## src/design/spdif_src_regs.svh

```systemverilog
// Purpose: Named constants for the serial audio source controller
// Assumes: 125 MHz system clock
// Notes:   Definitions only
`ifndef SPDIF_SRC_REGS_SVH
`define SPDIF_SRC_REGS_SVH

`define SRC_CLK_PERIOD_NS     8
`define SRC_MIN_BIT_PERIOD_NS 80
`define SRC_MAX_FRAME_HZ      192000
`define SRC_BITS_PER_FRAME    64
`define SRC_IDX_LAST          6'h3f
`define SRC_SLOT_BITS         32
`define SRC_WORD_BITS         24
`define SRC_WORD_MSB          23
`define SRC_FIFO_DEPTH        16
`define SRC_HALF_BIT_DEF      12
`define SRC_DIV_W             8
`define SRC_I2S_DELAY         6'h01
`define SRC_LJ_DELAY          6'h00
`define SRC_OS_DIV_256        4
`define SRC_OS_DIV_384        6
`define SRC_NS_PER_S          1000000000

`endif

```

## src/design/spdif_src_pkg.sv

```systemverilog
// Purpose: Types for the serial audio source controller
// Assumes: Constants come from spdif_src_regs.svh
// Notes:   Format default is I2S (code zero)
package spdif_src_pkg;

   typedef enum logic [1:0] {
      FMT_I2S = 2'h0,
      FMT_LJ  = 2'h1,
      FMT_RJ  = 2'h2
   } fmt_t;

   typedef enum logic [1:0] {
      W16 = 2'h0,
      W18 = 2'h1,
      W20 = 2'h2,
      W24 = 2'h3
   } wsel_t;

   typedef enum logic [1:0] {
      ST_IDLE = 2'b01,
      ST_RUN  = 2'b10
   } state_t;

   typedef struct packed {
      logic [23:0] left;
      logic [23:0] right;
   } pair_t;

   typedef struct packed {
      logic bit_clock;
      logic frame_sync;
      logic serial_sample_line;
      logic oversampling_clock;
   } audio_pins_t;

endpackage

```

## src/design/spdif_src_ctrl.sv

```systemverilog
// Purpose: Serial audio source driving an S/PDIF transmitter input stage
// Assumes: User pushes left-aligned 24-bit stereo pairs on clk
// Notes:   Bit clock and oversampling clock are divided from clk
// Functional notes
// - Formats left-justified, I2S, right-justified selectable; I2S is default.
// - Word widths 16, 18, 20 or 24 bits, sent at configured width.
// - Right-justified: frame sync high marks left word, low marks right.
// - Right-justified MSB starts 12 bits (20-bit) or 16 bits (16-bit) after edge.
// - Frame is 64 bit clocks; LSB ends on next frame sync edge.
// - I2S: frame sync low marks left word, high marks right.
// - I2S: MSB appears one bit clock after each frame sync edge.
// - Left-justified: frame sync high marks left word, low marks right.
// - Left-justified: MSB in first bit clock after edge, no delay.
// - Oversampling clock 256 or 384 times frame rate; frame rate max 192 kHz.
`timescale 1ns/1ps
`include "spdif_src_regs.svh"
module spdif_src_ctrl
   import spdif_src_pkg::*;
#(
   parameter int HALF_BIT = `SRC_HALF_BIT_DEF
) (
   input  wire logic                 clk,
   input  wire logic                 rst_b,
   input  wire logic                 enable,
   input  wire spdif_src_pkg::fmt_t  fmt,
   input  wire spdif_src_pkg::wsel_t wsel,
   input  wire logic                 ratio_384,
   input  wire logic                 in_valid,
   output logic                      in_ready,
   input  wire spdif_src_pkg::pair_t in_pair,
   output spdif_src_pkg::audio_pins_t pins,
   output logic                      underrun
);
   import spdif_src_pkg::*;

   localparam int BIT_NS   = 2 * HALF_BIT * `SRC_CLK_PERIOD_NS;
   localparam int FRAME_NS = BIT_NS * `SRC_BITS_PER_FRAME;

   initial begin
      if (HALF_BIT % `SRC_OS_DIV_256 != 0 || HALF_BIT % `SRC_OS_DIV_384 != 0
          || HALF_BIT >= (1 << `SRC_DIV_W))
         $error("HALF_BIT must be a multiple of 12 below 256");
      if (BIT_NS < `SRC_MIN_BIT_PERIOD_NS) $error("Bit clock too fast");
      if (64'(FRAME_NS) * `SRC_MAX_FRAME_HZ < 64'(`SRC_NS_PER_S)) $error("Frame rate too high");
   end

   localparam logic [`SRC_DIV_W-1:0] HB_LAST = `SRC_DIV_W'(HALF_BIT - 1);
   localparam logic [`SRC_DIV_W-1:0] OS_L256 = `SRC_DIV_W'(HALF_BIT / `SRC_OS_DIV_256 - 1);
   localparam logic [`SRC_DIV_W-1:0] OS_L384 = `SRC_DIV_W'(HALF_BIT / `SRC_OS_DIV_384 - 1);

   typedef struct packed {
      state_t                st;
      logic [`SRC_DIV_W-1:0] div;
      logic                  bclk;
      logic [5:0]            idx;
      logic                  fs;
      logic                  sd;
      logic [`SRC_DIV_W-1:0] os_div;
      logic                  osc;
      logic                  r384;
      pair_t                 pair;
      fmt_t                  fmt;
      wsel_t                 wsel;
      logic                  underrun;
   } ctrl_state_t;

   ctrl_state_t s_q;
   ctrl_state_t s_d;
   logic        f_valid;
   pair_t       f_pair;
   logic        pop;
   logic        fall;
   logic [5:0]  nidx;

   function automatic logic [5:0] width_of(input wsel_t w);
      case (w)
         W16:     width_of = 6'h10;
         W18:     width_of = 6'h12;
         W20:     width_of = 6'h14;
         W24:     width_of = 6'h18;
         default: width_of = 6'h18;
      endcase
   endfunction

   // Level of frame sync for a given half of the frame
   function automatic logic fs_level(input fmt_t f, input logic right_half);
      fs_level = (f == FMT_I2S) ? right_half : !right_half;
   endfunction

   // Serial bit for a frame position
   function automatic logic bit_at(input fmt_t f, input wsel_t w, input pair_t p,
                                   input logic [5:0] i);
      logic [5:0]  start;
      logic [5:0]  k;
      logic [23:0] word;
      start = `SRC_LJ_DELAY;
      if (f == FMT_I2S) start = `SRC_I2S_DELAY;
      if (f == FMT_RJ) start = 6'(`SRC_SLOT_BITS) - width_of(w);
      word = i[5] ? p.right : p.left;
      k = {1'b0, i[4:0]} - start;
      bit_at = 1'b0;
      if ({1'b0, i[4:0]} >= start && k < width_of(w)) bit_at = word[5'(`SRC_WORD_MSB) - k[4:0]];
   endfunction

   sample_fifo #(
      .W     (2 * `SRC_WORD_BITS),
      .DEPTH (`SRC_FIFO_DEPTH)
   ) u_fifo (
      .clk       (clk),
      .rst_b     (rst_b),
      .in_valid  (in_valid),
      .in_ready  (in_ready),
      .in_data   (in_pair),
      .out_valid (f_valid),
      .out_ready (pop),
      .out_data  (f_pair)
   );

   assign fall = (s_q.st == ST_RUN) && s_q.bclk && (s_q.div == HB_LAST);
   assign nidx = s_q.idx + 6'h01;
   assign pop  = fall && (nidx == 6'h00) && enable && f_valid;

   always_comb begin
      s_d = s_q;
      // Oversampling clock divider, ratio fixed per frame
      if (s_q.os_div == (s_q.r384 ? OS_L384 : OS_L256)) begin
         s_d.os_div = '0;
         s_d.osc    = !s_q.osc;
      end else begin
         s_d.os_div = s_q.os_div + 1'b1;
      end
      case (s_q.st)
         ST_IDLE: begin
            s_d.bclk = 1'b0;
            s_d.sd   = 1'b0;
            s_d.fmt  = fmt;
            s_d.wsel = wsel;
            s_d.r384 = ratio_384;
            s_d.fs   = fs_level(fmt, 1'b1);
            if (enable) begin
               s_d.st   = ST_RUN;
               s_d.bclk = 1'b1;
               s_d.div  = '0;
               s_d.idx  = `SRC_IDX_LAST;
            end
         end
         ST_RUN: begin
            if (s_q.div == HB_LAST) begin
               s_d.div  = '0;
               s_d.bclk = !s_q.bclk;
            end else begin
               s_d.div = s_q.div + 1'b1;
            end
            if (fall) begin
               s_d.idx = nidx;
               if (nidx == 6'h00) begin
                  s_d.fmt      = fmt;
                  s_d.wsel     = wsel;
                  s_d.r384     = ratio_384;
                  s_d.pair     = f_valid ? f_pair : '0;
                  s_d.underrun = !f_valid;
                  if (!enable) begin
                     s_d.st  = ST_IDLE;
                     s_d.sd  = 1'b0;
                  end
               end
               s_d.fs = fs_level(s_d.fmt, nidx[5]);
               if (s_d.st == ST_RUN) s_d.sd = bit_at(s_d.fmt, s_d.wsel, s_d.pair, nidx);
            end
         end
         default: s_d.st = ST_IDLE;
      endcase
      // Divider restarts on ratio change, count stays in range
      if (s_d.r384 != s_q.r384) s_d.os_div = '0;
   end

   always_ff @(posedge clk or negedge rst_b) begin
      if (!rst_b) begin
         s_q <= '{st: ST_IDLE, div: '0, bclk: 1'b0, idx: '0, fs: 1'b1, sd: 1'b0,
                  os_div: '0, osc: 1'b0, r384: 1'b0, pair: '0, fmt: FMT_I2S,
                  wsel: W24, underrun: 1'b0};
      end else begin
         s_q <= s_d;
      end
   end

   assign pins     = '{bit_clock: s_q.bclk, frame_sync: s_q.fs,
                       serial_sample_line: s_q.sd, oversampling_clock: s_q.osc};
   assign underrun = s_q.underrun;

   // Checks
   logic        run;
   logic [23:0] cur;
   assign run = (s_q.st == ST_RUN);
   assign cur = s_q.idx[5] ? s_q.pair.right : s_q.pair.left;
endmodule // spdif_src_ctrl

```

## src/design/sample_fifo.sv

```systemverilog
// Purpose: Stereo pair FIFO between user port and serialiser
// Assumes: Single clock, pop only when out_valid
// Notes:   in_ready is a registered not-full flag
`timescale 1ns/1ps
`include "spdif_src_regs.svh"
module sample_fifo #(
   parameter int W     = 48,
   parameter int DEPTH = `SRC_FIFO_DEPTH
) (
   input  wire logic         clk,
   input  wire logic         rst_b,
   input  wire logic         in_valid,
   output logic              in_ready,
   input  wire logic [W-1:0] in_data,
   output logic              out_valid,
   input  wire logic         out_ready,
   output logic [W-1:0]      out_data
);
   localparam int AW = $clog2(DEPTH);

   initial begin
      if (DEPTH < 2 || (1 << AW) != DEPTH) $error("DEPTH must be a power of two");
   end

   typedef struct packed {
      logic [AW-1:0] wp;
      logic [AW-1:0] rp;
      logic [AW:0]   cnt;
      logic          rdy;
   } fifo_state_t;

   fifo_state_t  s_q;
   fifo_state_t  s_d;
   logic [W-1:0] mem [DEPTH];
   logic         push;
   logic         pop;

   assign push      = in_valid && s_q.rdy;
   assign pop       = out_ready && (s_q.cnt != '0);
   assign out_valid = (s_q.cnt != '0);
   assign out_data  = mem[s_q.rp];
   assign in_ready  = s_q.rdy;

   always_comb begin
      s_d = s_q;
      if (push) s_d.wp = s_q.wp + 1'b1;
      if (pop) s_d.rp = s_q.rp + 1'b1;
      s_d.cnt = s_q.cnt + (AW+1)'(push) - (AW+1)'(pop);
      s_d.rdy = (s_d.cnt != (AW+1)'(DEPTH));
   end

   always_ff @(posedge clk or negedge rst_b) begin
      if (!rst_b) begin
         s_q <= '{wp: '0, rp: '0, cnt: '0, rdy: 1'b1};
      end else begin
         s_q <= s_d;
      end
   end

   always_ff @(posedge clk) begin
      if (push) mem[s_q.wp] <= in_data;
   end

endmodule // sample_fifo

```

## config.mk

```make
export PLATFORM = sky130hd
export DESIGN_NAME = spdif_src_ctrl
export DESIGN_NICKNAME = d
export VERILOG_FILES = /design/src/design/spdif_src_pkg.sv /design/src/design/spdif_src_ctrl.sv /design/src/design/sample_fifo.sv
export VERILOG_INCLUDE_DIRS = /design/src /design/src/design
export SDC_FILE = /design/constraint.sdc
export NUM_CORES = 1
export LEC_CHECK = 0
export BUFFER_PORTS_ARGS = -buffer_cell sky130_fd_sc_hd__buf_2
export CAP_MARGIN = 20
export CORE_MARGIN = 4
export CORE_UTILIZATION = 40
export CTS_BUF_LIST = sky130_fd_sc_hd__clkbuf_4 sky130_fd_sc_hd__clkbuf_8
export DETAILED_ROUTE_END_ITERATION = 8
export GPL_TIMING_DRIVEN = 1
export PLACE_DENSITY = 0.66
export REMOVE_ABC_BUFFERS = 1
export SLEW_MARGIN = 15
export SYNTH_ARGS = -nofsm -noshare
export SYNTH_HDL_FRONTEND = slang
export SYNTH_SLANG_ARGS = --single-unit
```

## constraint.sdc

```tcl
create_clock -name clk -period 5.75 [get_ports clk]
set_input_delay 1.15 -clock clk [delete_from_list [all_inputs] [get_ports clk]]
set_output_delay 1.15 -clock clk [all_outputs]
set_load 0.03 [all_outputs]
```

==> impl_metrics.csv, run 1 <==
group,metric,value,unit
clock_tree,worstSkewPairLatency,0.78,ns
sta,highest_attainable_clock_frequency,0.198,GHz
logic_synthesis,most_frequent_cells_after_synthesis,"768 x edfxtp_1, 207 x mux4_2, 91 x dfrtp_1",
logic_synthesis,synth-adder-area-share,0.0112,
power_and_ir_drop,max-vdd-ir-drop,266,uV
route,final_antenna_net_count,0,
logic_synthesis,synth-simple-area-share,0.0393,
logic_synthesis,ys_seq_elements,864,
clock_tree,tritoncts.num_buffers,139,
grt,maximum_number_of_pins_on_one_net_before_global_route_repair,72,
layout,filler_cell_count,7278,
setup_path,worst_path_largest_cell_delay,0.57,ns
floorplanning,floorplan.die.width,304,um
route,drtIter0Drc,1848,
route,detail_route.drc_violations,0,
logic_synthesis,post_synth_mux_area_share,0.151,
clock_tree,cts_root_buf,"clkbuf_8",
floorplanning,design.die.area,92100,sq um
layout,drive_gt1_frac,0.286,
route,wl_per_cell,25.1,um
setup_path,worst-endpoint-required,6.43,ns
clock_tree,clkSlewWorstSetupHoldPaths,0.07,ns
clock_tree,post_cts_resized,0,
place,io_buffer_count,62,
logic_synthesis,postSynthCellCount,1788,
grt,grt_first_pass_wirelength,120000,um
floorplanning,die_h,304,um
logic_synthesis,syn_area_per_cell,19.5,sq um
run,timing.max_cap.violations,0,
layout,syn_to_final_growth,12.7,%
logic_synthesis,synth.cell_area,34900,sq um
layout,num-nets-final,2020,
setup_path,critical_path.cell_chain,"ha_1, nor4b_1, a41o_1, nand4_2, buf_4, nand2_1, nand2_1, ha_1, nand2_1, ha_1, nand2_1, o21ai_0, xor2_1, ha_1, a211oi_1, nor2_1, nor4_1, a31oi_1, nor3_1",
clock_tree,clock_sink_count,864,
logic_synthesis,yosys_warnings,0,
clock_tree,h-tree-depth,4,
setup_path,arrival,5.74,ns
sta,hold_viol_final,0,
sta,fin_worst_skew,0.0348,ns
power_and_ir_drop,post-layout-total-power,14500,uW
sta,setup_violations,0,
place,place_inst,2947,
grt,grt_util_all_layers,0.177,
layout,final_cells,3195,
floorplanning,ios,63,
outcome,outcome,"finished, final reports clean",
sta,worst_pin_slew,1.09,ns
setup_path,worst_r2r_startpoint,"s_q[65]$_DFFE_PN0P_",
route,routed_wl,80200,um
route,vias,17900,
logic_synthesis,synth_top_family_by_area,"multiplexers",
power_and_ir_drop,leakage_power,0.0129,uW
sta,rsz0062_at_grt,"no",
clock_tree,post-cts-setup-buffers,0,
setup_path,rrSetupSlack,0.69,ns
clock_tree,tritoncts_clock_tree,"built",
setup_path,critPathLaunchType,"flop",
logic_synthesis,yosysTopAreaCell,"edfxtp_1",
logic_synthesis,compound_gate_fraction_of_synth_area,0.0445,
sta,worst_slew_margin_rel,0.274,
place,place_worst_setup_slack,0.795,ns
logic_synthesis,synthFlopType,"edfxtp_1",
floorplanning,core_region_area,86800,sq um
sta,layout_min_cycle_time,5.06,ns
hold_path,min-delay-path-class,"in -> async",
logic_synthesis,synth-xor-area-share,0.00730,
layout,finish.instance_area,39400,sq um
logic_synthesis,yosys.cell_count.top_type,"edfxtp_1",
power_and_ir_drop,powerDensity,368,nW/um^2
setup_path,worstSetupEndpointType,"flop",
floorplanning,placementRows,108,
sta,timing.hold.ws,0.391,ns
grt,grt-ovfl-total,0,
clock_tree,cts-root-to-sink-buffers,3,
logic_synthesis,netlist-cell-type-count,81,
setup_path,worstPathMaxFanout,19,
logic_synthesis,synth_async_sr_flop_share,0.111,
clock_tree,postCtsHoldBufs,0,
place,routability_congestion_estimate_from_global_placement,0.854,
setup_path,worst_r2r_endpoint,"pins[1]$_DFFE_PN0P_",
place,dpl-instance-area,36600,sq um
route,vias_per_cell,5.59,
logic_synthesis,synth_sequential_area_ratio,0.729,
setup_path,cp_slowest_cell,"xor2_1",
setup_path,worst-setup-path-type,"reg -> reg",
route,drtPass1Iterations,8,
sta,min_period_over_period,0.880,
logic_synthesis,yosys.area.top_type_share,0.660,
logic_synthesis,yosys-top-cells-area,"edfxtp_1 66%, mux4_2 13%, dfrtp_1 6.5%",
setup_path,depth_of_the_most_critical_reg_to_reg_path,19,
logic_synthesis,synth_edf_count,768,
grt,initial_antenna_violation_count,14,
grt,first_global_vias,18600,
sta,post-route-worst-setup-slack,0.689,ns
sta,maxSlewViolCount,0,
place,place_hpwl,45100,um
floorplanning,floorplan.initialDensity,0.403,
[stage by stage]
step,util,setup TNS (ns)
floorplan,-,-83.54
global placement,0.422,0
detailed placement,0.422,0
CTS,0.454,0
global route,0.454,0
finish,0.454,0
[sequential cells by signal (all words and copies together), names as in the netlist]
name and flops:
s_q 77, pins 4, underrun 1, u_fifo.s_q 13
u_fifo.in_ready 1, u_fifo.mem 768
[cells in the final DEF, fill, tap and decap left out, drive strengths merged, types with 12 or more instances in the layout]
cell type / netlist / layout
o22ai: 15 / 15
mux2i: 37 / 37
and3: 12 / 12
buf: 57 / 99
dfrtp: 91 / 91
nand2b: 12 / 12
ha: 28 / 28
xor2: 14 / 14
and2: 16 / 16
a22oi: 28 / 28
nand3: 28 / 28
o21ai: 36 / 36
edfxtp: 768 / 768
nor2b: 12 / 12
a22o: 40 / 40
inv: 35 / 44
nor2: 48 / 48
xnor2: 13 / 13
nor3: 13 / 13
clkbuf: 38 / 192
a21oi: 24 / 24
nand2: 85 / 85
mux4: 213 / 213
clkinv: 1 / 33
[per-layer routing]
metal	GRT usage	vias to the layer above	wire, um
li1	-	7669	-
met1	0.229	9407	32400
met2	0.297	617	40700
met3	0.0395	153	4790
met4	0.0618	8	2250
met5	0	-	68
[where the power goes]
| part | switching, uW | total, uW | internal (uW) |
|---|---|---|---|
| combinational | 1060 | 1530 | 472 |
| sequential | 188 | 7740 | 7550 |
| clock | 2380 | 5210 | 2820 |
[worst max-delay path: cells and delay by family, from the launching register on]
kind,cells,cell delay (ns)
adders and majority gates,4,1.35
and+or+nand+nor,9,1.42
xor gates and xnor gates,1,0.57
buffers and inverters,1,0.23
AOI/OAI and AO/OA,4,0.85
DFF,1,0.53
[layout make-up]
class	instances	area, sq um	area share
Antenna cell	5	12.5	0.000318
Inverter	36	135	0.00343
Multi-Input combinational cell	793	8910	0.226
Timing Repair Buffer	99	648	0.0165
Clock inverter	51	424	0.0108
Sequential cell	864	25500	0.647
Tap cell	1155	1450	0.0367
Clock buffer	192	2320	0.0590
[kinds of logic after synthesis]
| group | Yosys count |
|---|---|
| AO/OA/AOI/OAI | 212 |
| XOR/XNOR | 27 |
| adder cells (fa/ha/maj) | 30 |
| buffers and inverters | 131 |
| flip-flops | 864 |
| multiplexers | 259 |
| AND/OR/NAND/NOR | 265 |
[worst max path at each step]
stage,cells after the start,slack (ns),end,from
6_report,19,0.69,pins[1]$_DFFE_PN0P_,s_q[65]$_DFFE_PN0P_
5_1_grt,19,0.26,pins[1]$_DFFE_PN0P_,s_q[65]$_DFFE_PN0P_
4_1_cts,21,0.74,pins[1]$_DFFE_PN0P_,s_q[65]$_DFFE_PN0P_
3_5_place_dp,21,0.80,pins[1]$_DFFE_PN0P_,s_q[65]$_DFFE_PN0P_
3_3_place_gp,21,1.03,pins[1]$_DFFE_PN0P_,s_q[65]$_DFFE_PN0P_
2_1_floorplan,8,-2.35,pins[1]$_DFFE_PN0P_,u_fifo.s_q[6]$_DFFE_PN0P_
(Power assumes the default switching activity.)
==> inputs of run 2 (changes only) <==
--- a/config.mk
+++ b/config.mk
@@ -8,12 +8,11 @@
 export LEC_CHECK = 0
 export BUFFER_PORTS_ARGS = -buffer_cell sky130_fd_sc_hd__buf_2
 export CAP_MARGIN = 20
-export CORE_MARGIN = 4
-export CORE_UTILIZATION = 40
+export CORE_UTILIZATION = 50
 export CTS_BUF_LIST = sky130_fd_sc_hd__clkbuf_4 sky130_fd_sc_hd__clkbuf_8
 export DETAILED_ROUTE_END_ITERATION = 8
 export GPL_TIMING_DRIVEN = 1
-export PLACE_DENSITY = 0.66
+export PLACE_DENSITY = 0.77
 export REMOVE_ABC_BUFFERS = 1
 export SLEW_MARGIN = 15
 export SYNTH_ARGS = -nofsm -noshare
==> run 2 against run 1 <==
Compared with the run above: via count increased by 1.3%; cell count decreased by 6.9%; wire length decreased by 2.2%; clock power decreased by 0.8%; cell area decreased by 0.77%; maximum frequency increased by 2.3%; critical endpoint unchanged.
==> impl_metrics.csv, run 2 (synthesized netlist as in run 1, its figures left out) <==
group,metric,value,unit
grt,initial_antenna_violation_count,6,
route,routed_wl,78400,um
layout,drive_gt1_frac,0.286,
floorplanning,floorplan.die.width,266,um
sta,maxSlewViolCount,0,
route,vias,18100,
grt,first_global_vias,18600,
grt,grt_first_pass_wirelength,117000,um
layout,syn_to_final_growth,11.8,%
sta,setup_violations,0,
clock_tree,post-cts-setup-buffers,0,
sta,hold_viol_final,0,
route,final_antenna_net_count,0,
clock_tree,clock_sink_count,864,
clock_tree,worstSkewPairLatency,0.79,ns
clock_tree,post_cts_resized,0,
layout,num-nets-final,2024,
sta,post-route-worst-setup-slack,0.803,ns
clock_tree,tritoncts_clock_tree,"built",
sta,highest_attainable_clock_frequency,0.202,GHz
route,wl_per_cell,26.4,um
route,drtPass1Iterations,7,
setup_path,cp_slowest_cell,"xor2_1",
setup_path,path_delay_family,"simple AND/OR/NAND/NOR gates",
place,place_hpwl,45200,um
setup_path,worst-setup-path-type,"reg -> reg",
place,dpl-instance-area,36300,sq um
floorplanning,ios,63,
layout,filler_cell_count,4970,
setup_path,critical_path.cell_chain,"ha_1, nor4b_1, a41oi_1, nor4_2, buf_4, nand3b_1, nand2_1, nand2_1, ha_1, nand2_1, o21ai_0, xor2_1, ha_1, a211oi_1, nor2_1, nor4_1, a31oi_1, nor3_1",
clock_tree,tritoncts.num_buffers,136,
place,io_buffer_count,62,
layout,largest_register_ff_count,768,
floorplanning,placementRows,96,
place,routability_congestion_estimate_from_global_placement,0.921,
clock_tree,h-tree-depth,4,
floorplanning,core_region_area,68800,sq um
setup_path,critPathLaunchType,"flop",
setup_path,worstSetupEndpointType,"flop",
layout,regs_by_ff_count,"u_fifo.mem: 768 flops, s_q: 77 flops, u_fifo.s_q: 13 flops",
power_and_ir_drop,powerDensity,370,nW/um^2
floorplanning,design.die.area,70900,sq um
clock_tree,cts_root_buf,"clkbuf_8",
floorplanning,die_h,266,um
route,drtIter0Drc,2028,
layout,mostFrequentLayoutCells,"768 x edfxtp_1, 207 x mux4_2, 143 x clkbuf_8, 87 x dfrtp_1, 83 x nand2_1",
run,timing.max_cap.violations,0,
setup_path,worst_path_largest_cell_delay,0.62,ns
place,place_worst_setup_slack,0.888,ns
sta,timing.hold.ws,0.408,ns
layout,layout.cells.most_common,"edfxtp_1",
layout,fin_util,0.568,
route,vias_per_cell,6.08,
hold_path,min-delay-path-class,"in -> async",
grt,grt-ovfl-total,0,
layout,finish.instance_area,39100,sq um
sta,layout_min_cycle_time,4.95,ns
sta,finalSetupTns,0,ns
setup_path,worst-endpoint-required,6.46,ns
sta,rsz0062_at_grt,"no",
route,detail_route.drc_violations,0,
clock_tree,postCtsHoldBufs,0,
power_and_ir_drop,max-vdd-ir-drop,198,uV
setup_path,worst-path-buf-inv,1,
sta,worst_pin_slew,1.08,ns
floorplanning,floorplan.initialDensity,0.508,
setup_path,worstPathMaxFanout,9,
clock_tree,cts-root-to-sink-buffers,3,
layout,top_register,"u_fifo.mem",
grt,maximum_number_of_pins_on_one_net_before_global_route_repair,80,
outcome,outcome,"finished, final reports clean",
sta,worst_slew_margin_rel,0.278,
power_and_ir_drop,leakage_power,0.0129,uW
clock_tree,clkSlewWorstSetupHoldPaths,0.07,ns
sta,fin_worst_skew,0.0301,ns
setup_path,arrival,5.65,ns
grt,grt_util_all_layers,0.227,
sta,min_period_over_period,0.860,
[run 2: cell types whose count changed in the layout (fill, tap and decap cells not counted), moves of 3 or more]
cell,before,now
clkinv_2,6,16
clkinv_1,24,30
buf_4,34,42
diode_2,5,1
and2_2,6,12
and2_4,6,0
clkbuf_4,51,37
clkinvlp_4,6,3
[run 2: final cells by class]
| cell class | instances | area [sq um] | area share |
|---|---|---|---|
| inverter | 36 | 135 | 0.00346 |
| multi-input combinational | 793 | 8900 | 0.228 |
| clock buffer | 180 | 2250 | 0.0575 |
| clock inverter | 63 | 483 | 0.0124 |
| antenna | 1 | 2.50 | 0.0000640 |
| timing repair buffer | 106 | 661 | 0.0169 |
| sequential | 864 | 25500 | 0.652 |
| tap | 931 | 1160 | 0.0298 |
[run 2: final timing paths]
| check | from | to | slack [ns] | depth (start not counted) |
|---|---|---|---|---|
| worst max-delay path | s_q[65]$_DFFE_PN0P_ | pins[1]$_DFFE_PN0P_ | 0.80 | 18 |
| worst min-delay path | rst_b | underrun$_DFFE_PN0P_ | 0.41 | 1 |
| worst max register to register | s_q[65]$_DFFE_PN0P_ | pins[1]$_DFFE_PN0P_ | 0.80 | 18 |
| worst min register to register | s_q[35]$_DFFE_PN0P_ | s_q[35]$_DFFE_PN0P_ | 0.48 | 2 |
| max in group asynchronous | rst_b | u_fifo.s_q[8]$_DFFE_PN0P_ | 4.26 | 2 |
| min in group clk | s_q[35]$_DFFE_PN0P_ | s_q[35]$_DFFE_PN0P_ | 0.48 | 2 |
[run 2: routing by layer]
metal	global-route usage	routed length, um	vias to the layer above
li1	-	-	7671
met1	0.307	31600	9460
met2	0.358	38100	777
met3	0.0524	6040	170
met4	0.0888	2530	10
met5	0	69	-
[run 2: worst register-to-register path, cell delays in order, from the launching register on]
cell	delay, ns
dfrtp_1	0.52
ha_1	0.36
nor4b_1	0.43
a41oi_1	0.13
nor4_2	0.28
buf_4	0.28
nand3b_1	0.10
nand2_1	0.13
nand2_1	0.08
ha_1	0.38
nand2_1	0.07
o21ai_0	0.26
xor2_1	0.62
ha_1	0.35
a211oi_1	0.21
nor2_1	0.06
nor4_1	0.30
a31oi_1	0.14
nor3_1	0.18
[run 2: power breakdown]
| part | internal [uW] | switching, uW |
|---|---|---|
| logic | 477 | 1060 |
| registers | 7550 | 204 |
| clock network | 2760 | 2410 |
| total | 10800 | 3670 |
[run 2: through the flow]
step                      cells  total power (uW)
after floorplan            1693              8720
after global placement     2727              9310
after detailed placement   2727              9410
after CTS                  2970             14600
after global routing       2973             15000
final                      2974             14500
